## src/rtl/patch_pkg.sv

```systemverilog
// constants, field layouts and carrier types for the rom patch unit.
// assumes a single 250 MHz core clock and an axi4-lite register port.
package patch_pkg;

	localparam int NUM_BANKS = 4;
	localparam int BYTES_PER_BANK = 6;
	localparam int NUM_ENTRIES = NUM_BANKS * BYTES_PER_BANK;
	localparam int ADDR_W = 20;

	// register byte offsets
	localparam logic [31:0] OFF_MODE = 32'h0000_0000;
	localparam logic [31:0] OFF_DATA = 32'h0000_0004;
	localparam logic [31:0] OFF_STATUS = 32'h0000_0008;

	// reset values and the write counter limit
	localparam logic [3:0] MODE_RESET = 4'h0;
	localparam logic [4:0] WCNT_RESET = 5'h00;
	localparam logic [4:0] WCNT_FULL = 5'h18;
	localparam logic [7:0] ENTRY_RESET = 8'h00;

	// byte order inside one bank
	localparam int IDX_START_LO = 0;
	localparam int IDX_START_MID = 1;
	localparam int IDX_START_HI = 2;
	localparam int IDX_TGT_LO = 3;
	localparam int IDX_TGT_MID = 4;
	localparam int IDX_TGT_HI = 5;

	// status register fields
	localparam int ST_EN_BIT = 0;
	localparam int ST_WCNT_LSB = 8;
	localparam int ST_LOADED_LSB = 16;

	localparam logic [1:0] RESP_OKAY = 2'h0;
	localparam logic [1:0] RESP_SLVERR = 2'h2;

	typedef enum logic [1:0] {
		ACC_NONE = 2'b00,
		ACC_FETCH = 2'b01,
		ACC_DATA = 2'b10
	} acc_kind_t;

	typedef enum logic [1:0] {
		SZ_1 = 2'b01,
		SZ_2 = 2'b10,
		SZ_3 = 2'b11
	} acc_size_t;

	typedef struct packed {
		acc_kind_t kind;
		acc_size_t size;
		logic ptr_update;
		logic [ADDR_W-1:0] addr;
	} core_access_t;

	typedef struct packed {
		logic valid;
		logic [ADDR_W-1:0] target;
	} jump_t;

	typedef struct packed {
		logic valid;
		logic [2:0] mask;
		logic [23:0] data;
	} subst_t;

	typedef struct packed {
		logic awvalid;
		logic [31:0] awaddr;
		logic wvalid;
		logic [31:0] wdata;
		logic [3:0] wstrb;
		logic bready;
		logic arvalid;
		logic [31:0] araddr;
		logic rready;
	} axil_req_t;

	typedef struct packed {
		logic awready;
		logic wready;
		logic bvalid;
		logic [1:0] bresp;
		logic arready;
		logic rvalid;
		logic [31:0] rdata;
		logic [1:0] rresp;
	} axil_rsp_t;

endpackage

```

## src/rtl/bank_matcher.sv

```systemverilog
// address comparator for one bank; combinational, one per bank.
// assumes the access record is stable for the cycle it is presented.
module bank_matcher
	import patch_pkg::*;
(
	input wire logic active,
	input wire logic mode_subst,
	input wire logic [ADDR_W-1:0] start,
	input wire core_access_t access,
	output logic jump_hit,
	output logic subst_hit
);

	logic addr_eq;

	assign addr_eq = active && (access.addr == start); // [RULE15] [RULE8]
	// jump only on opcode fetch at the exact start byte
	assign jump_hit = addr_eq && !mode_subst && access.kind == ACC_FETCH; // [RULE1] [RULE2]
	// pointer auto-update reads never take patched data
	assign subst_hit = addr_eq && mode_subst && access.kind == ACC_DATA && !access.ptr_update; // [RULE5] [RULE9] [RULE10]

endmodule

```

## src/rtl/patch_bank_store.sv

```systemverilog
// register array holding the 24 loaded bank bytes, written one per port write.
// assumes the caller supplies the linear entry index from the write counter.
module patch_bank_store
	import patch_pkg::*;
(
	input wire logic clk,
	input wire logic rst_n,
	input wire logic ce,
	input wire logic we,
	input wire logic [4:0] waddr,
	input wire logic [7:0] wdata,
	output logic [NUM_ENTRIES-1:0][7:0] entries
);

	logic [NUM_ENTRIES-1:0][7:0] entry_q;
	logic [NUM_ENTRIES-1:0][7:0] entry_d;

	for (genvar e = 0; e < NUM_ENTRIES; e++) begin : g_entry
		localparam logic [4:0] IDX = 5'(e);
		always_comb begin
			entry_d[e] = entry_q[e];
			if (we && waddr == IDX) begin
				entry_d[e] = wdata;
			end
		end
		always_ff @(posedge clk or negedge rst_n) begin
			if (!rst_n) begin
				entry_q[e] <= ENTRY_RESET;
			end else if (ce) begin
				entry_q[e] <= entry_d[e];
			end
		end
	end

	assign entries = entry_q;

endmodule

```

## src/rtl/rom_patch_unit.sv

```systemverilog
// rom patch unit: four banks that redirect fetches or substitute rom data.
// assumes the core presents one access per cycle on the core clock and
// takes the registered jump/substitution answer one cycle later.
//
// The implementer's own choices: the address map and the AXI4-Lite slave port.

// Summary of operation
// [RULE1] mode bit zero makes the bank a program jump bank.
// [RULE2] fetch at the bank start address yields a jump to the bank target.
// [RULE3] software sets jump match addresses on an instruction's first byte only.
// [RULE4] patch routines in ram end with a jump back into rom.
// [RULE5] mode bit one makes the bank a data substitution bank.
// [RULE6] substitution bank holds three bytes for start and next two addresses.
// [RULE7] one-byte read gets first byte; two-byte read gets first two bytes.
// [RULE8] reads starting anywhere but the start address return plain rom.
// [RULE9] only constant data reads are substituted, never opcode or operand fetches.
// [RULE10] pointer post-increment or pre-decrement reads are never substituted.
// [RULE11] each bank picks its mode with its own mode bit.
// [RULE12] every data port write advances the write counter; reset clears it. Here the counter stops at 24 and later writes leave it.
// [RULE13] bank bytes load as start lo, mid, hi nibble, then target lo, mid, hi.
// [RULE14] patching off after reset, on once one bank loads, off only by reset.
// [RULE15] full 20-bit address compared against every loaded bank each cycle.
module rom_patch_unit
	import patch_pkg::*;
(
	input wire logic clk,
	input wire logic rst_n,
	input wire logic ce,
	input wire axil_req_t axi_req,
	output axil_rsp_t axi_rsp,
	input wire core_access_t access,
	output jump_t jump,
	output subst_t subst
);

	// axi write side
	logic aw_have_q;
	logic aw_have_d;
	logic [31:0] aw_addr_q;
	logic [31:0] aw_addr_d;
	logic w_have_q;
	logic w_have_d;
	logic [31:0] w_data_q;
	logic [31:0] w_data_d;
	logic [3:0] w_strb_q;
	logic [3:0] w_strb_d;
	logic bvalid_q;
	logic bvalid_d;
	logic [1:0] bresp_q;
	logic [1:0] bresp_d;

	// axi read side
	logic rvalid_q;
	logic rvalid_d;
	logic [31:0] rdata_q;
	logic [31:0] rdata_d;
	logic [1:0] rresp_q;
	logic [1:0] rresp_d;

	// patch control state
	logic [3:0] mode_q;
	logic [3:0] mode_d;
	logic [4:0] wcnt_q;
	logic [4:0] wcnt_d;
	logic en_q;
	logic en_d;

	// registered answers to the core
	jump_t jump_q;
	jump_t jump_d;
	subst_t subst_q;
	subst_t subst_d;

	logic awready;
	logic wready;
	logic arready;
	logic aw_take;
	logic w_take;
	logic ar_take;
	logic do_write;
	logic [31:0] wr_word_addr;
	logic [31:0] rd_word_addr;
	logic store_we;
	logic [31:0] status_word;

	logic [NUM_ENTRIES-1:0][7:0] entries;
	logic [NUM_BANKS-1:0] bank_loaded;
	logic [NUM_BANKS-1:0] jump_hit;
	logic [NUM_BANKS-1:0] subst_hit;
	logic [NUM_BANKS-1:0][ADDR_W-1:0] bank_start;
	logic [NUM_BANKS-1:0][ADDR_W-1:0] bank_target;
	logic [NUM_BANKS-1:0][23:0] bank_bytes;

	// ---- axi4-lite handshakes ----
	// one write in flight: no new address or data until the response is taken
	assign awready = ce && !aw_have_q && !bvalid_q;
	assign wready = ce && !w_have_q && !bvalid_q;
	assign arready = ce && !rvalid_q;
	assign aw_take = axi_req.awvalid && awready;
	assign w_take = axi_req.wvalid && wready;
	assign ar_take = axi_req.arvalid && arready;
	assign do_write = aw_have_q && w_have_q && !bvalid_q;
	assign wr_word_addr = {aw_addr_q[31:2], 2'b00};
	assign rd_word_addr = {axi_req.araddr[31:2], 2'b00};

	// saturating counter: writes past the last bank byte store nothing
	assign store_we = do_write && wr_word_addr == OFF_DATA && w_strb_q[0] && wcnt_q != WCNT_FULL; // [RULE12]

	always_comb begin
		aw_have_d = aw_have_q;
		aw_addr_d = aw_addr_q;
		w_have_d = w_have_q;
		w_data_d = w_data_q;
		w_strb_d = w_strb_q;
		bvalid_d = bvalid_q;
		bresp_d = bresp_q;
		mode_d = mode_q;
		wcnt_d = wcnt_q;
		if (aw_take) begin
			aw_have_d = 1'b1;
			aw_addr_d = axi_req.awaddr;
		end
		if (w_take) begin
			w_have_d = 1'b1;
			w_data_d = axi_req.wdata;
			w_strb_d = axi_req.wstrb;
		end
		if (do_write) begin
			aw_have_d = 1'b0;
			w_have_d = 1'b0;
			bvalid_d = 1'b1;
			bresp_d = RESP_OKAY;
			if (wr_word_addr == OFF_MODE) begin
				if (w_strb_q[0]) begin
					mode_d = w_data_q[3:0]; // [RULE11]
				end
			end else if (wr_word_addr == OFF_DATA) begin
				if (store_we) begin
					wcnt_d = wcnt_q + 5'h01; // [RULE12] [RULE13]
				end
			end else if (wr_word_addr == OFF_STATUS) begin
				bresp_d = RESP_OKAY;
			end else begin
				bresp_d = RESP_SLVERR;
			end
		end else if (bvalid_q && axi_req.bready) begin
			bvalid_d = 1'b0;
		end
	end

	always_ff @(posedge clk or negedge rst_n) begin
		if (!rst_n) begin
			aw_have_q <= 1'b0;
			aw_addr_q <= 32'h0000_0000;
			w_have_q <= 1'b0;
			w_data_q <= 32'h0000_0000;
			w_strb_q <= 4'h0;
			bvalid_q <= 1'b0;
			bresp_q <= RESP_OKAY;
			mode_q <= MODE_RESET;
			wcnt_q <= WCNT_RESET; // [RULE12]
		end else if (ce) begin
			aw_have_q <= aw_have_d;
			aw_addr_q <= aw_addr_d;
			w_have_q <= w_have_d;
			w_data_q <= w_data_d;
			w_strb_q <= w_strb_d;
			bvalid_q <= bvalid_d;
			bresp_q <= bresp_d;
			mode_q <= mode_d;
			wcnt_q <= wcnt_d;
		end
	end

	// ---- read path ----
	always_comb begin
		status_word = 32'h0000_0000;
		status_word[ST_EN_BIT] = en_q;
		status_word[ST_WCNT_LSB +: 5] = wcnt_q;
		status_word[ST_LOADED_LSB +: NUM_BANKS] = bank_loaded;
	end

	always_comb begin
		rvalid_d = rvalid_q;
		rdata_d = rdata_q;
		rresp_d = rresp_q;
		if (ar_take) begin
			rvalid_d = 1'b1;
			rresp_d = RESP_OKAY;
			if (rd_word_addr == OFF_MODE) begin
				rdata_d = {28'h000_0000, mode_q};
			end else if (rd_word_addr == OFF_DATA) begin
				// data port is write only
				rdata_d = 32'h0000_0000;
			end else if (rd_word_addr == OFF_STATUS) begin
				rdata_d = status_word;
			end else begin
				rdata_d = 32'h0000_0000;
				rresp_d = RESP_SLVERR;
			end
		end else if (rvalid_q && axi_req.rready) begin
			rvalid_d = 1'b0;
		end
	end

	always_ff @(posedge clk or negedge rst_n) begin
		if (!rst_n) begin
			rvalid_q <= 1'b0;
			rdata_q <= 32'h0000_0000;
			rresp_q <= RESP_OKAY;
		end else if (ce) begin
			rvalid_q <= rvalid_d;
			rdata_q <= rdata_d;
			rresp_q <= rresp_d;
		end
	end

	always_comb begin
		axi_rsp.awready = awready;
		axi_rsp.wready = wready;
		axi_rsp.bvalid = bvalid_q;
		axi_rsp.bresp = bresp_q;
		axi_rsp.arready = arready;
		axi_rsp.rvalid = rvalid_q;
		axi_rsp.rdata = rdata_q;
		axi_rsp.rresp = rresp_q;
	end

	// ---- bank storage and comparison ----
	patch_bank_store u_store (
		.clk(clk),
		.rst_n(rst_n),
		.ce(ce),
		.we(store_we),
		.waddr(wcnt_q), // [RULE13]
		.wdata(w_data_q[7:0]),
		.entries(entries)
	);

	for (genvar b = 0; b < NUM_BANKS; b++) begin : g_bank
		localparam int BASE = b * BYTES_PER_BANK;
		localparam logic [4:0] LOADED_AT = 5'((b + 1) * BYTES_PER_BANK);

		// a half-loaded bank never matches
		assign bank_loaded[b] = wcnt_q >= LOADED_AT;
		// start and jump address upper bytes carry only four bits
		assign bank_start[b] = {entries[BASE + IDX_START_HI][3:0], entries[BASE + IDX_START_MID],
			entries[BASE + IDX_START_LO]}; // [RULE13]
		assign bank_target[b] = {entries[BASE + IDX_TGT_HI][3:0], entries[BASE + IDX_TGT_MID],
			entries[BASE + IDX_TGT_LO]};
		assign bank_bytes[b] = {entries[BASE + IDX_TGT_HI], entries[BASE + IDX_TGT_MID],
			entries[BASE + IDX_TGT_LO]}; // [RULE6]

		bank_matcher u_match (
			.active(en_q && bank_loaded[b]), // [RULE14]
			.mode_subst(mode_q[b]), // [RULE11]
			.start(bank_start[b]),
			.access(access),
			.jump_hit(jump_hit[b]),
			.subst_hit(subst_hit[b])
		);
	end

	// enable is sticky: only reset clears it
	assign en_d = en_q || bank_loaded[0]; // [RULE14]

	// ---- answer to the core, lowest bank wins on overlap ----
	always_comb begin
		jump_d = '0;
		subst_d = '0;
		for (int b = NUM_BANKS - 1; b >= 0; b--) begin
			if (jump_hit[b]) begin
				jump_d.valid = 1'b1;
				jump_d.target = bank_target[b]; // [RULE2]
			end
			if (subst_hit[b]) begin
				subst_d.valid = 1'b1;
				subst_d.data = bank_bytes[b]; // [RULE6]
				case (access.size)
					SZ_1: subst_d.mask = 3'b001; // [RULE7]
					SZ_2: subst_d.mask = 3'b011; // [RULE7]
					SZ_3: subst_d.mask = 3'b111; // [RULE6]
					default: subst_d.mask = 3'b000;
				endcase
				if (subst_d.mask == 3'b000) begin
					subst_d.valid = 1'b0;
				end
			end
		end
	end

	always_ff @(posedge clk or negedge rst_n) begin
		if (!rst_n) begin
			en_q <= 1'b0; // [RULE14]
			jump_q <= '0;
			subst_q <= '0;
		end else if (ce) begin
			en_q <= en_d;
			jump_q <= jump_d;
			subst_q <= subst_d;
		end
	end

	assign jump = jump_q;
	assign subst = subst_q;

endmodule

```

## config.mk

```make
export PLATFORM = sky130hd
export DESIGN_NAME = rom_patch_unit
export DESIGN_NICKNAME = d
export VERILOG_FILES = /design/src/rtl/patch_pkg.sv /design/src/rtl/bank_matcher.sv /design/src/rtl/patch_bank_store.sv /design/src/rtl/rom_patch_unit.sv
export SDC_FILE = /design/constraint.sdc
export NUM_CORES = 1
export LEC_CHECK = 0
export BUFFER_PORTS_ARGS = -buffer_cell sky130_fd_sc_hd__buf_4
export CAP_MARGIN = 40
export CORE_MARGIN = 2
export CORE_UTILIZATION = 60
export CTS_BUF_LIST = sky130_fd_sc_hd__clkbuf_16
export DETAILED_ROUTE_END_ITERATION = 7
export GPL_TIMING_DRIVEN = 0
export PLACE_DENSITY = 0.86
export SKIP_CTS_REPAIR_TIMING = 1
export SYNTH_ARGS = -nofsm -noshare
export SYNTH_HDL_FRONTEND = slang
export SYNTH_SLANG_ARGS = --single-unit
```

## constraint.sdc

```tcl
create_clock -name clk -period 7.9 [get_ports clk]
set_clock_uncertainty 0.15 [all_clocks]
set_input_delay 1.58 -clock clk [delete_from_list [all_inputs] [get_ports clk]]
set_output_delay 1.58 -clock clk [all_outputs]
set_load 0.1 [all_outputs]
```

[Word level (Yosys, flattened, before mapping)]
Cells that the tools add are included.
Cells by class
  add/subtract/negate cells: 1
  $mul: 0
  divide/modulo/power cells: 0
  magnitude comparators: 4
  equality and inequality tests: 37
  shift-type cells: 0
  multiplexer cells: 34
  bitwise gates (word level): 1
  reduce and logical (&&, ||, !) cells: 122
Operator list (count)
  $mux 28: 4
  $mux 21: 4
  $eq 20x20->1: 4
  $logic_and 1x1->1: 67
  $logic_not 32->1: 2
  $reduce_and 2->1: 32
  $eq 30x1->1 const B: 2
  $eq 30x2->1 const B: 2
  $mux 20: 3
  $eq 5x4->1 const B: 8
  $eq 5x5->1 const B: 8
  $eq 5x3->1 const B: 4
  $logic_not 3->1: 4
  $mux 1: 12
  $mux 2: 6
  $mux 3: 4
  $eq 5x2->1 const B: 2
  $ge 5x5->1 const B: 2
  $logic_not 1->1: 9
  $pmux 3 s3: 1
  $reduce_bool 2->1: 4
  $eq 2x2->1 const B: 3
  $add 5x1->5 const B: 1
  $eq 5x1->1 const B: 1
  9 further kinds: 10
Word-level totals
  register bits: 316
  bits in latches: 0
  RAM bits: 0
  memory bits (read-only): 0
  input port bits: 133
  output and inout port bits: 90
  memories kept: 0

[Longest topological paths before layout]
Gate-level depths: netlist (run 1).
  depth in word-level cells: 13
  depth in mapped cells: 10
  gate-level depth less buffers: 8

[Modules after synthesis]
Synthesis (run 1) repeated with hierarchy kept, for this count alone.
Second synthesis, totals
  cells, all modules: 1255
  area, all modules: 14751.6 um^2
By module, submodules not included
  patch_bank_store: instances 1, cells an instance 450, area each 7394.6 um^2
  rom_patch_unit: instances 1, cells an instance 677, area each 6336.1 um^2
  bank_matcher: instances 4, cells an instance 32, area each 255.2 um^2

[Worst setup path after synthesis (run 1)]
OpenSTA, ideal clock, no wires.
  kind: input to output
  start point: in ce
  end point: out axi_rsp[35] in the netlist's numbering
  arrival time: 2.662 ns
  slack: 3.508 ns
  stages on the path: 5
  path through: buf_2 > clkbuf_1 > clkbuf_1 > nor2b_1 > buf_4
On the way
  longest elaborated chain between the ends: 1
RTL lines
  start: declaration: RTL line rom_patch_unit.sv:28  | input wire logic ce,
  $logic_and 1x1->1: RTL line rom_patch_unit.sv:98  | assign arready = ce && !rvalid_q;
  end: declaration: RTL line rom_patch_unit.sv:30  | output axil_rsp_t axi_rsp,
Every way passes these cells.

[Final worst setup path (run 1)]
Ends and elaborated chain as after synthesis.

==> results_tabular.tex, run 1 <==
\begin{tabular}{lr}
\hline
Metric & Value \\
\hline
\multicolumn{2}{l}{\textbf{STA}} \\
Worst-Margin Slew & roughly 970 ps \\
Hold Worst Slack & 334.7 ps \\
Slew HR & 0.3543 \\
Pins Over Slew Limit & 0 \\
Highest Clock Rate & 0.1863 GHz \\
RSZ-0062 raised after global routing & no \\
Final period utilization & 0.6793 \\
Final-report hold violation count & 0 \\
TNS Setup & 0 ps \\
Post-layout minimum cycle time & approximately 5400 ps \\
Setup WS post-layout & $\sim$2500 ps \\
Count of final setup violators & 0 \\
\multicolumn{2}{l}{\textbf{Setup path}} \\
Slowest cell on the critical path & sky130\_fd\_sc\_hd\_\_clkbuf\_1 \\
Capturing point of the worst reg2reg path & subst[18] \\
R2R Path Start & u\_store.entries[150] \\
Number of buffer and inverter instances along the worst setup path & 5 \\
Type of element capturing the critical path & output pin \\
Critical path startpoint category & input port \\
Critical path, cell by cell & buf\_2, clkbuf\_1, clkbuf\_1, nor2b\_1, buf\_4, buf\_4 \\
Worst r2r path cells & 7 \\
CP top delay family & buffers and inverters \\
Delay of the slowest cell on the worst path & 720 ps \\
Crit path DAT & 3640 ps \\
Required time of the critical path & just over 6000 ps \\
Setup Crit Path Kind & in2out \\
Maximum net fanout on the critical path & 10 \\
Worst R2R Setup Slack & 4320 ps \\
\multicolumn{2}{l}{\textbf{Place}} \\
Number of port buffers & $\sim$170 \\
Cell area after placement & between 15,000 and 20,000 um2 \\
Placed Cells & $\sim$1,800 \\
Minimum setup slack after placement & approximately 2600 ps \\
HPWL after DPL & $\sim$32,000 um \\
Final GP Congestion & 0.9505 \\
\multicolumn{2}{l}{\textbf{Power}} \\
Pwr Density & 218.1 nW/um2 \\
Pleak & 8.406 nW \\
Worst ir drop on vdd & between 0.0002 and 0.00025 V \\
\multicolumn{2}{l}{\textbf{Route}} \\
Antenna viol nets, final & 0 \\
Routed length per instance & approximately 23 um \\
Starting DRC count in detailed routing & 1,011 \\
Ratio of routed vias to standard cells & around 6.2 \\
Post-Route WL & $\sim$43,000 um \\
Number of design rule violations left after detail routing & 0 \\
Via count of the routed design & approximately 12,000 \\
DR pass1 iterations & 6 \\
\multicolumn{2}{l}{\textbf{CTS}} \\
Worst skew pair latency & 580 ps \\
Number of buffers created by CTS & 30 \\
TritonCTS clock tree & built \\
Clock-pin slew on the worst setup and hold paths & about 60 ps \\
Level count of the clock H-tree & 1 \\
Cell at the root of the clock tree & sky130\_fd\_sc\_hd\_\_clkbuf\_16 \\
Number of sinks handled by clock tree synthesis & about 300 \\
Worst-case clock buffer depth & 3 \\
\multicolumn{2}{l}{\textbf{Worst hold path}} \\
Hold path startpoint & bresp\_q[1] \\
Instance count along the most critical hold path & 2 \\
Worst hold-check path type & reg2reg \\
Endpoint of the worst hold path & bresp\_q[1] \\
\multicolumn{2}{l}{\textbf{Yosys}} \\
Number of synthesized flops with an enable pin & 0 \\
Share of synthesized registers carrying an async set or reset & 1.000 \\
Warnings, synthesis & 0 \\
Average cell area after synthesis & about 12 um2 \\
Total of flip-flops plus latches after synthesis & 293 \\
Main synth FF type & sky130\_fd\_sc\_hd\_\_dfrtp\_1 \\
Netlist area before placement & $\sim$15,000 um2 \\
Count of mapped cells out of synthesis & $\sim$1,300 \\
Synth unique cells & 56 \\
Sequential area share after synthesis & 0.4974 \\
\multicolumn{2}{l}{\textbf{Cells and area}} \\
Multi-input combinational cell area & approximately 6600 um2 \\
ANT cells & 0 \\
Net count, final & around 1,600 \\
Final std cell area, no fill & roughly 18,000 um2 \\
Relative area change from synthesis to final layout & 19.02\% \\
Final cell count without fillers & about 1,900 \\
Sequential cell area & about 7300 um2 \\
Filler cells & roughly 1,700 \\
Fraction of final layout cells with drive strength greater than 1 & 0.3159 \\
\multicolumn{2}{l}{\textbf{Outcome}} \\
Result of the run & finished, final reports clean \\
\multicolumn{2}{l}{\textbf{Die}} \\
Core footprint & between 20,000 and 25,000 um2 \\
Standard-cell row count & 57 \\
Die width & roughly 160 um \\
Y dimension of the die & about 160 um \\
Area of the die & $\sim$26,000 um2 \\
Initial Utilization & 0.6079 \\
Top-Level Pins & about 220 \\
\multicolumn{2}{l}{\textbf{Global route}} \\
Antenna violations before repair & 0 \\
Aggregate global routing overflow & 0 \\
Maximum number of pins on one net before global-route repair & between 90 and 100 \\
Total global-route track usage & 0.3346 \\
Wire length of the first global-routing pass & roughly 67,000 um \\
Vias in the first global route & 11,542 \\
\multicolumn{2}{l}{\textbf{Flow run}} \\
Max-cap check violation count & 0 \\
\hline
\end{tabular}
-- metal layers --
layer	global-route usage	wire (um)
met1	0.4375	17070
met2	0.5629	21080
met3	0.05036	3110
met4	0.1396	1952
met5	0	0
-- area by class of cell --
| cell class | instances | area share |
|---|---|---|
| plain buffers | 123 | 0.03330 |
| clock buffers | 30 | 0.04279 |
| clock inverters | 24 | 0.009270 |
| inverters | 69 | 0.01476 |
| multi-input cells | 816 | 0.3789 |
| flip-flops and latches | 293 | 0.4179 |
| well taps | 324 | 0.02310 |
| repair buffers | 177 | 0.08001 |
-- synth_stat cells (all sizes together), types with 3 or more instances --
library cell,n,share of area
mux2,220,0.17
nand2b,11,0.0047
ha,5,0.0042
and4,4,0.0024
a31oi,29,0.012
nor4,33,0.016
inv,69,0.018
nand2,29,0.0074
o211ai,19,0.0097
nor3,3,0.0010
nor2b,40,0.017
clkbuf,77,0.020
o22ai,3,0.0013
nand4,25,0.011
or4,7,0.0038
buf,46,0.020
xor2,35,0.021
xnor2,39,0.023
nor2,9,0.0023
dfrtp,293,0.50
and3,55,0.023
and2,3,0.0013
or2,16,0.0068
a2111oi,41,0.025
o211a,14,0.0095
o31a,15,0.0089
a22o,12,0.0071
o2111ai,26,0.015
a211oi,3,0.0015
nand3,32,0.012
or3,18,0.0076
a221oi,6,0.0036
o21ai,27,0.0092
-- registers in the layout (all words and copies together), names as in the netlist --
| signal | flops |
|---|---|
| u_store.entries | 176 |
| aw_addr_q | 30 |
| subst | 28 |
| jump | 21 |
| rdata_q | 13 |
| w_data_q | 8 |
| wcnt_q | 5 |
| mode_q | 4 |
| aw_have_q | 1 |
| bresp_q | 1 |
| bvalid_q | 1 |
| en_q | 1 |
| rresp_q | 1 |
| rvalid_q | 1 |
| w_have_q | 1 |
| w_strb_q | 1 |
-- worst max-delay path by stage --
stage | start | end | slack [ps] | depth (start not counted)
6_report | ce | axi_rsp[35] | 2530 | 6
5_1_grt | ce | axi_rsp[35] | 2450 | 6
4_1_cts | ce | axi_rsp[35] | 2580 | 6
3_5_place_dp | ce | axi_rsp[35] | 2590 | 6
3_3_place_gp | ce | axi_rsp[35] | 2580 | 6
2_1_floorplan | ce | axi_rsp[35] | 3510 | 5
-- layout by cell type (no fill, tap or decap), types with 6 or more instances in the layout --
cell type and instances:
sky130_fd_sc_hd__clkbuf_1 77, sky130_fd_sc_hd__o31a_1 15, sky130_fd_sc_hd__a221oi_1 6, sky130_fd_sc_hd__buf_4 196, sky130_fd_sc_hd__buf_2 15, sky130_fd_sc_hd__nor2b_1 40
sky130_fd_sc_hd__dfrtp_1 293, sky130_fd_sc_hd__or3_1 18, sky130_fd_sc_hd__o211a_1 14, sky130_fd_sc_hd__a2111oi_0 40, sky130_fd_sc_hd__nor4_1 29, sky130_fd_sc_hd__nand3_1 29
sky130_fd_sc_hd__mux2_1 21, sky130_fd_sc_hd__a31oi_1 29, sky130_fd_sc_hd__clkbuf_16 30, sky130_fd_sc_hd__o21ai_0 27, sky130_fd_sc_hd__xnor2_1 39, sky130_fd_sc_hd__clkinv_2 7
sky130_fd_sc_hd__conb_1 21, sky130_fd_sc_hd__nand4_1 25, sky130_fd_sc_hd__a22o_1 12, sky130_fd_sc_hd__o2111ai_1 26, sky130_fd_sc_hd__nand2_1 29, sky130_fd_sc_hd__or4_1 6
sky130_fd_sc_hd__mux2_2 199, sky130_fd_sc_hd__inv_1 77, sky130_fd_sc_hd__o211ai_1 19, sky130_fd_sc_hd__nand2b_1 11, sky130_fd_sc_hd__nor2_1 9, sky130_fd_sc_hd__or2_2 16
sky130_fd_sc_hd__and3_1 55, sky130_fd_sc_hd__xor2_1 35
-- power breakdown --
part	switching (W)	total, W	internal, W
combinational	0.000539	0.000778	0.000240
sequential	0.000105	0.00173	0.00162
clock	0.000599	0.00132	0.000723
total	0.00124	0.00383	0.00258
-- logic make-up (layout without fill, tap and decap cells) --
group / Yosys count / count (layout) / share of synthesized area
flip-flops: 293 / 293 / 0.4974
AND/OR/NAND/NOR: 290 / 290 / 0.1191
multiplexers: 221 / 221 / 0.1687
AO/OA/AOI/OAI: 205 / 205 / 0.1092
buffers and inverters: 192 / 423 / 0.05721
XOR/XNOR: 74 / 74 / 0.04397
adder cells (fa/ha/maj): 5 / 5 / 0.004244
other: 1 / 21 / 0.0002544
-- worst reg2reg max path, stage by stage (launching register included) --
cell	delay [ps]
sky130_fd_sc_hd__dfrtp_1	390
sky130_fd_sc_hd__xor2_1	170
sky130_fd_sc_hd__nor4_1	770
sky130_fd_sc_hd__nand4_1	580
sky130_fd_sc_hd__clkbuf_1	360
sky130_fd_sc_hd__a2111oi_0	660
sky130_fd_sc_hd__o2111ai_1	260
sky130_fd_sc_hd__o211ai_1	150
-- through the flow --
stage,utilization,power [W]
after floorplan,-,0.002171
after global placement,0.6801,0.002472
after detailed placement,0.6847,0.002513
after CTS,0.7224,0.003823
after global routing,0.7236,0.003947
final,0.7236,0.003827
(Power assumes the default switching activity.)
==> inputs of run 2 (changes only) <==
--- a/config.mk
+++ b/config.mk
@@ -8,11 +8,11 @@
 export BUFFER_PORTS_ARGS = -buffer_cell sky130_fd_sc_hd__buf_4
 export CAP_MARGIN = 40
 export CORE_MARGIN = 2
-export CORE_UTILIZATION = 60
+export CORE_UTILIZATION = 58
 export CTS_BUF_LIST = sky130_fd_sc_hd__clkbuf_16
 export DETAILED_ROUTE_END_ITERATION = 7
 export GPL_TIMING_DRIVEN = 0
-export PLACE_DENSITY = 0.86
+export PLACE_DENSITY = 0.84
 export SKIP_CTS_REPAIR_TIMING = 1
 export SYNTH_ARGS = -nofsm -noshare
 export SYNTH_HDL_FRONTEND = slang
==> constraint.sdc (replaced) <==
create_clock -name clk -period 5.3 [get_ports clk]
set_clock_uncertainty 0.15 [all_clocks]
set_input_delay 1.06 -clock clk [delete_from_list [all_inputs] [get_ports clk]]
set_output_delay 1.06 -clock clk [all_outputs]
set_load 0.1 [all_outputs]
==> run 2 against run 1 <==
Compared with the run above:
- sequential power up 49%
- hold slack worse by 3.1 ps
- die area up 3.4%
- wire length down 1.1%
- via count down 0.48%
- non-clock buffer count down 1
- count of clock-buffer cells in the layout down 1
- global-route usage down 0.64 points
- critical path type unchanged
- critical endpoint unchanged
- largest cell class unchanged
- largest power group unchanged
==> results_tabular.tex, run 2 (synthesized netlist as in run 1, its figures left out) <==
\begin{tabular}{lr}
\hline
Metric & Value \\
\hline
\multicolumn{2}{l}{\textbf{Power}} \\
Worst ir drop on vdd & 0.0003449 V (+39\%) \\
Pleak & 8.369 nW (-0.45\%) \\
Pwr Density & 323.9 nW/um2 (+48\%) \\
\multicolumn{2}{l}{\textbf{Global route}} \\
Global routing met3 resource utilization & 0.05079 (+0.0004256) \\
Met2 track utilization from global routing & 0.5520 (-0.01092) \\
Vias in the first global route & 11,622 (+0.69\%) \\
Total global-route track usage & 0.3282 (-0.006429) \\
Antenna violations before repair & 1 (+1) \\
Wire length of the first global-routing pass & 66,610 um (about the same) \\
GRT Max-Usage Layer & met2 \\
Maximum number of pins on one net before global-route repair & 117 (+19\%) \\
Aggregate global routing overflow & 0 (unchanged) \\
GR Layer Usage met1 & 0.4220 (-0.01550) \\
\multicolumn{2}{l}{\textbf{Die}} \\
Area of the die & 26,710 um2 (+3.4\%) \\
Standard-cell row count & 58 (+1.8\%) \\
Die width & 163.4 um (+1.7\%) \\
Initial Utilization & 0.5888 (-0.01914) \\
Core footprint & 25,040 um2 (+3.3\%) \\
Y dimension of the die & 163.4 um (+1.7\%) \\
Top-Level Pins & 223 (unchanged) \\
\multicolumn{2}{l}{\textbf{Place}} \\
HPWL after DPL & 31,540 um (-1.2\%) \\
Placed Cells & 1,805 (+0.33\%) \\
Number of port buffers & 169 (unchanged) \\
Final GP Congestion & 0.9556 (+0.54\%) \\
Minimum setup slack after placement & 1051 ps (-1536 ps) \\
\multicolumn{2}{l}{\textbf{Cells and area}} \\
Final cell count without fillers & 1,858 (+0.11\%) \\
Net count, final & 1,646 (-0.12\%) \\
Most common cell after layout, fill and taps aside & sky130\_fd\_sc\_hd\_\_dfrtp\_1 \\
Max FFs per register & 176 (unchanged) \\
Fraction of final layout cells with drive strength greater than 1 & 0.3135 (-0.002445) \\
ANT cells & 0 (unchanged) \\
Relative area change from synthesis to final layout & 18.64\% \\
Most used cells in the layout excluding fill and tap cells & 293 x sky130\_fd\_sc\_hd\_\_dfrtp\_1, 199 x sky130\_fd\_sc\_hd\_\_mux2\_2, 196 x sky130\_fd\_sc\_hd\_\_buf\_4 \\
\multicolumn{2}{l}{\textbf{CTS}} \\
Number of buffers created by CTS & 29 (-3.3\%) \\
Cell at the root of the clock tree & sky130\_fd\_sc\_hd\_\_clkbuf\_16 \\
Clock-pin slew on the worst setup and hold paths & 60 ps (about the same) \\
Worst skew pair latency & 560 ps (-20 ps) \\
Number of sinks handled by clock tree synthesis & 293 (unchanged) \\
Level count of the clock H-tree & 1 (unchanged) \\
Worst-case clock buffer depth & 3 (unchanged) \\
TritonCTS clock tree & built \\
\multicolumn{2}{l}{\textbf{Route}} \\
Ratio of routed vias to standard cells & 6.160 (-0.59\%) \\
Starting DRC count in detailed routing & 1,052 (+4.1\%) \\
Via count of the routed design & 11,446 (-0.48\%) \\
Number of design rule violations left after detail routing & 0 (unchanged) \\
Routed length per instance & 23.00 um (-1.2\%) \\
DR pass1 iterations & 5 (-1) \\
Post-Route WL & 42,740 um (-1.1\%) \\
Antenna viol nets, final & 0 (unchanged) \\
\multicolumn{2}{l}{\textbf{Setup path}} \\
Worst r2r path cells & 9 (+2) \\
Crit path DAT & 3120 ps (-520 ps) \\
Required time of the critical path & 4090 ps (-2080 ps) \\
Setup Crit Path Kind & in2out \\
Worst R2R Setup Slack & 1600 ps (-2720 ps) \\
R2R Path Start & wcnt\_q[0] \\
Type of element capturing the critical path & output pin \\
Capturing point of the worst reg2reg path & subst[17] \\
Critical path launch point & ce \\
Critical path startpoint category & input port \\
Setup crit end & axi\_rsp[35] \\
Maximum net fanout on the critical path & 10 (unchanged) \\
\multicolumn{2}{l}{\textbf{STA}} \\
Final period utilization & 0.8177 \\
Count of final setup violators & 0 (unchanged) \\
Post-layout minimum cycle time & 4334 ps \\
TNS Setup & 0 ps (unchanged) \\
Worst-Margin Slew & 1014 ps (+45.67 ps) \\
Slew HR & 0.3183 (-0.03607) \\
Pins Over Slew Limit & 0 (unchanged) \\
Setup WS post-layout & 965.9 ps (-1568 ps) \\
RSZ-0062 raised after global routing & no \\
Final-report hold violation count & 0 (unchanged) \\
Highest Clock Rate & 0.2307 GHz \\
\multicolumn{2}{l}{\textbf{Flow run}} \\
Max-cap check violation count & 0 (unchanged) \\
\multicolumn{2}{l}{\textbf{Worst hold path}} \\
Worst hold-check path type & in2async \\
\multicolumn{2}{l}{\textbf{Outcome}} \\
Result of the run & finished, final reports clean \\
\hline
\end{tabular}
==> run 2: changes by cell type in the layout (fill, tap and decap cells not counted), sizes merged <==
cell	previous run	this run
buf	221	220
bufinv	1	2
clkinv	13	9
clkbuf	108	107
clkinvlp	1	2
==> run 2: how the worst min path moves through the flow <==
stage | startpoint | cells after the start | endpoint | slack, ps
2_1_floorplan | u_store.entries[184] | 1 | u_store.entries[184] | 310
3_3_place_gp | rresp_q[1] | 2 | rresp_q[1] | 310
3_5_place_dp | rresp_q[1] | 2 | rresp_q[1] | 320
4_1_cts | rresp_q[1] | 2 | rresp_q[1] | 340
5_1_grt | u_store.entries[187] | 1 | u_store.entries[187] | 350
6_report | rst_n | 1 | subst[0] | 330
==> run 2: power by group <==
group	internal [W]	switching [W]
logic	0.000355	0.000803
registers	0.00242	0.000158
clock network	0.00108	0.000851
total	0.00385	0.00181
==> run 2: worst max-delay path: stages <==
cell and delay, ps:
sky130_fd_sc_hd__buf_2 270, sky130_fd_sc_hd__clkbuf_1 430, sky130_fd_sc_hd__clkbuf_1 750, sky130_fd_sc_hd__nor2b_1 210, sky130_fd_sc_hd__buf_4 110, sky130_fd_sc_hd__buf_4 270
==> run 2: metrics by stage <==
stage          power, W  area [um2]  utilization  hold WS, ps
3_3_place_gp   0.003689       16500       0.6590        314.4
2_1_floorplan  0.003236       14820            -        308.1
5_1_grt        0.005841       17490       0.6986        352.3
3_5_place_dp   0.003750       16590       0.6628        322.1
4_1_cts        0.005669       17470       0.6979        339.0
6_report       0.005664       17490       0.6986        331.6
==> run 2: final cells by class <==
class / instances / area [um2]
Buffer: 123 / 584.3
Clock buffer: 29 / 725.7
Sequential cell: 293 / 7332
Inverter: 69 / 259.0
Multi-Input combinational cell: 816 / 6648
Fill cell: 1782 / 7547
Tap cell: 330 / 412.9
Clock inverter: 22 / 151.4
Timing Repair Buffer: 176 / 1376
==> run 2: routing by layer <==
layer | wire length (um) | part of all wire
met1 | 17120 | 0.40
met2 | 20560 | 0.48
met3 | 2977 | 0.070
met4 | 2089 | 0.049
met5 | 0 | 0
==> inputs of run 3 (changes only) <==
--- a/config.mk
+++ b/config.mk
@@ -8,11 +8,11 @@
 export BUFFER_PORTS_ARGS = -buffer_cell sky130_fd_sc_hd__buf_4
 export CAP_MARGIN = 40
 export CORE_MARGIN = 2
-export CORE_UTILIZATION = 58
+export CORE_UTILIZATION = 52
 export CTS_BUF_LIST = sky130_fd_sc_hd__clkbuf_16
 export DETAILED_ROUTE_END_ITERATION = 7
 export GPL_TIMING_DRIVEN = 0
-export PLACE_DENSITY = 0.84
+export PLACE_DENSITY = 0.8
 export SKIP_CTS_REPAIR_TIMING = 1
 export SYNTH_ARGS = -nofsm -noshare
 export SYNTH_HDL_FRONTEND = slang
==> constraint.sdc (replaced) <==
create_clock -name clk -period 3.51 [get_ports clk]
set_clock_uncertainty 0.15 [all_clocks]
set_input_delay 0.702 -clock clk [delete_from_list [all_inputs] [get_ports clk]]
set_output_delay 0.702 -clock clk [all_outputs]
set_load 0.1 [all_outputs]
==> run 3 against run 2 <==
Compared with the run above:
- the flow now finishes with violations (negative hold slack)
- cell count rose by 2.4%
- sequential share of layout area fell by 0.19 points
- count of clock-buffer cells in the layout rose by 2
- first-iteration DRC count fell by 5.8%
- design area rose by 0.46%
==> results_tabular.tex, run 3 (synthesized netlist as in run 1, its figures left out) <==
\begin{tabular}{lr}
\hline
Metric & Value \\
\hline
\multicolumn{2}{l}{\textbf{Outcome}} \\
Result of the run & complete, but fails checks \\
Violated checks & negative hold slack \\
\multicolumn{2}{l}{\textbf{STA}} \\
RSZ-0062 raised after global routing & no \\
Count of final setup violators & 0 (unchanged) \\
TNS Setup & 0 ps (unchanged) \\
Hold Worst Slack & -29.22 ps (-360.9 ps) \\
Pins Over Slew Limit & 0 (unchanged) \\
Worst-Margin Slew & 981.1 ps (-33.06 ps) \\
Slew HR & 0.3399 (+0.02164) \\
Highest Clock Rate & between 0.2 and 0.3 GHz \\
Final-report hold violation count & 10 (+10) \\
Final period utilization & 0.9854 \\
Post-layout minimum cycle time & around 3500 ps \\
\multicolumn{2}{l}{\textbf{Setup path}} \\
Required time of the critical path & 3810 ps (-280 ps) \\
Number of buffer and inverter instances along the worst setup path & 1 (-4) \\
CP top delay family & compound AO/OA/AOI/OAI gates \\
Crit path DAT & 3760 ps (+640 ps) \\
Slowest cell on the critical path & sky130\_fd\_sc\_hd\_\_a2111oi\_0 \\
Critical path startpoint category & flip-flop \\
Critical path, cell by cell & nor2b\_1, a2111oi\_0, nand2\_1, nor4\_4, clkbuf\_1, a221oi\_1, o21ai\_0 \\
Type of element capturing the critical path & flip-flop \\
Delay of the slowest cell on the worst path & 770 ps (+20 ps) \\
Setup Crit Path Kind & reg2reg \\
Maximum net fanout on the critical path & 10 (unchanged) \\
\multicolumn{2}{l}{\textbf{Die}} \\
Standard-cell row count & 61 (+5.2\%) \\
Area of the die & 29,710 um2 (+11\%) \\
Die width & 172.4 um (+5.5\%) \\
Top-Level Pins & 223 (unchanged) \\
Y dimension of the die & 172.4 um (+5.5\%) \\
Initial Utilization & 0.5292 (-0.05963) \\
Core footprint & 27,860 um2 (+11\%) \\
\multicolumn{2}{l}{\textbf{Global route}} \\
Maximum number of pins on one net before global-route repair & 117 (unchanged) \\
Total global-route track usage & 0.2900 (-0.03821) \\
Aggregate global routing overflow & 0 (unchanged) \\
Vias in the first global route & 11,580 (-0.36\%) \\
Wire length of the first global-routing pass & 65,260 um (-2.0\%) \\
Antenna violations before repair & 3 (+2) \\
\multicolumn{2}{l}{\textbf{Cells and area}} \\
Net count, final & 1,645 (-0.061\%) \\
Filler cells & 2,212 (+24\%) \\
Most used cells in the layout excluding fill and tap cells & 293 x sky130\_fd\_sc\_hd\_\_dfrtp\_1, 199 x sky130\_fd\_sc\_hd\_\_mux2\_2, 196 x sky130\_fd\_sc\_hd\_\_buf\_4 \\
Final std cell area, no fill & 17,570 um2 (+0.46\%) \\
Max FFs per register & 176 (unchanged) \\
Most common cell after layout, fill and taps aside & sky130\_fd\_sc\_hd\_\_dfrtp\_1 \\
Relative area change from synthesis to final layout & 19.18\% \\
Fraction of final layout cells with drive strength greater than 1 & 0.3169 (+0.003447) \\
ANT cells & 0 (unchanged) \\
\multicolumn{2}{l}{\textbf{CTS}} \\
Number of sinks handled by clock tree synthesis & 293 (unchanged) \\
Worst skew pair latency & 570 ps (about the same) \\
Level count of the clock H-tree & 1 (unchanged) \\
Number of buffers created by CTS & 31 (+6.9\%) \\
TritonCTS clock tree & built \\
Clock-pin slew on the worst setup and hold paths & 60 ps (about the same) \\
Worst-case clock buffer depth & 3 (unchanged) \\
Cell at the root of the clock tree & sky130\_fd\_sc\_hd\_\_clkbuf\_16 \\
\multicolumn{2}{l}{\textbf{Route}} \\
Starting DRC count in detailed routing & 991 (-5.8\%) \\
Number of design rule violations left after detail routing & 0 (unchanged) \\
DR pass1 iterations & 7 (+2) \\
Antenna viol nets, final & 0 (unchanged) \\
Post-Route WL & 42,370 um (-0.87\%) \\
Via count of the routed design & 11,294 (-1.3\%) \\
Routed length per instance & 22.28 um (-3.2\%) \\
Ratio of routed vias to standard cells & 5.938 (-3.6\%) \\
\multicolumn{2}{l}{\textbf{Place}} \\
Number of port buffers & 169 (unchanged) \\
Final GP Congestion & 0.9095 (-4.8\%) \\
HPWL after DPL & 31,370 um (-0.53\%) \\
Cell area after placement & 16,630 um2 (+0.22\%) \\
\multicolumn{2}{l}{\textbf{Worst hold path}} \\
Worst hold-check path type & in2async \\
\multicolumn{2}{l}{\textbf{Power}} \\
Worst ir drop on vdd & 0.0004369 V (+27\%) \\
Pleak & 8.390 nW (+0.26\%) \\
Pwr Density & 488.6 nW/um2 (+51\%) \\
\multicolumn{2}{l}{\textbf{Flow run}} \\
Max-cap check violation count & 0 (unchanged) \\
\hline
\end{tabular}
==> run 3: changes by cell type in the layout (fill, tap and decap cells not counted), sizes merged <==
cell	change
clkinvlp	-2
buf	-1
clkbuf	+1
dlymetal6s2s	-1
inv	-1
==> run 3: per-stage QoR <==
| step | total power, W | worst slack, ps | hold slack, ps | cells | util |
|---|---|---|---|---|---|
| floorplan | 0.004887 | 526.8 | 256.4 | 1301 | - |
| detailed placement | 0.005597 | -258.7 | 325.2 | 1852 | 0.5970 |
| CTS | 0.008598 | -5.703 | 26.38 | 1902 | 0.6298 |
| global placement | 0.005537 | -875.5 | 317.9 | 1848 | 0.5944 |
| finish | 0.008584 | 51.41 | -29.22 | 1902 | 0.6307 |
| global route | 0.008872 | 4.624 | 60.30 | 1902 | 0.6307 |
==> run 3: final timing paths <==
| check | start | endpoint | slack (ps) | depth (start not counted) |
|---|---|---|---|---|
| max | u_store.entries[59] | jump[6] | 50 | 7 |
| min | rst_n | u_store.entries[25] | -30 | 1 |
| max reg2reg | u_store.entries[59] | jump[6] | 50 | 7 |
| min reg2reg | u_store.entries[189] | u_store.entries[189] | 340 | 1 |
| max in group asynchronous | rst_n | u_store.entries[50] | 1860 | 3 |
| min in group clk | axi_req[35] | w_strb_q[0] | 210 | 2 |
==> run 3: worst register-to-register path, cell delays in order (launching register included) <==
cell,delay (ps)
sky130_fd_sc_hd__dfrtp_1,380
sky130_fd_sc_hd__nor2b_1,130
sky130_fd_sc_hd__a2111oi_0,770
sky130_fd_sc_hd__nand2_1,270
sky130_fd_sc_hd__nor4_4,650
sky130_fd_sc_hd__clkbuf_1,540
sky130_fd_sc_hd__a221oi_1,150
sky130_fd_sc_hd__o21ai_0,300
==> run 3: routing by layer <==
layer  global-route usage  vias to the layer above  share of wire
met5                    0                        -        0.00064
met4               0.1235                        4          0.044
met3              0.05013                      111          0.066
met2               0.4781                      480           0.47
met1               0.3789                     5590           0.42
li1                     -                     5109              -
==> run 3: cell type report <==
class | instances | area, um2 | area share
Tap cell | 378 | 473.0 | 0.02692
Clock inverter | 19 | 138.9 | 0.007905
Clock buffer | 31 | 775.7 | 0.04415
Timing Repair Buffer | 173 | 1341 | 0.07634
Multi-Input combinational cell | 816 | 6661 | 0.3791
Sequential cell | 293 | 7332 | 0.4173
Buffer | 123 | 588.1 | 0.03347
Inverter | 69 | 259.0 | 0.01474
==> run 3: power by group <==
group,switching [W],internal [W]
Combinational,0.00116,0.000514
Sequential,0.000225,0.00365
Clock,0.00131,0.00172
Total,0.00270,0.00589
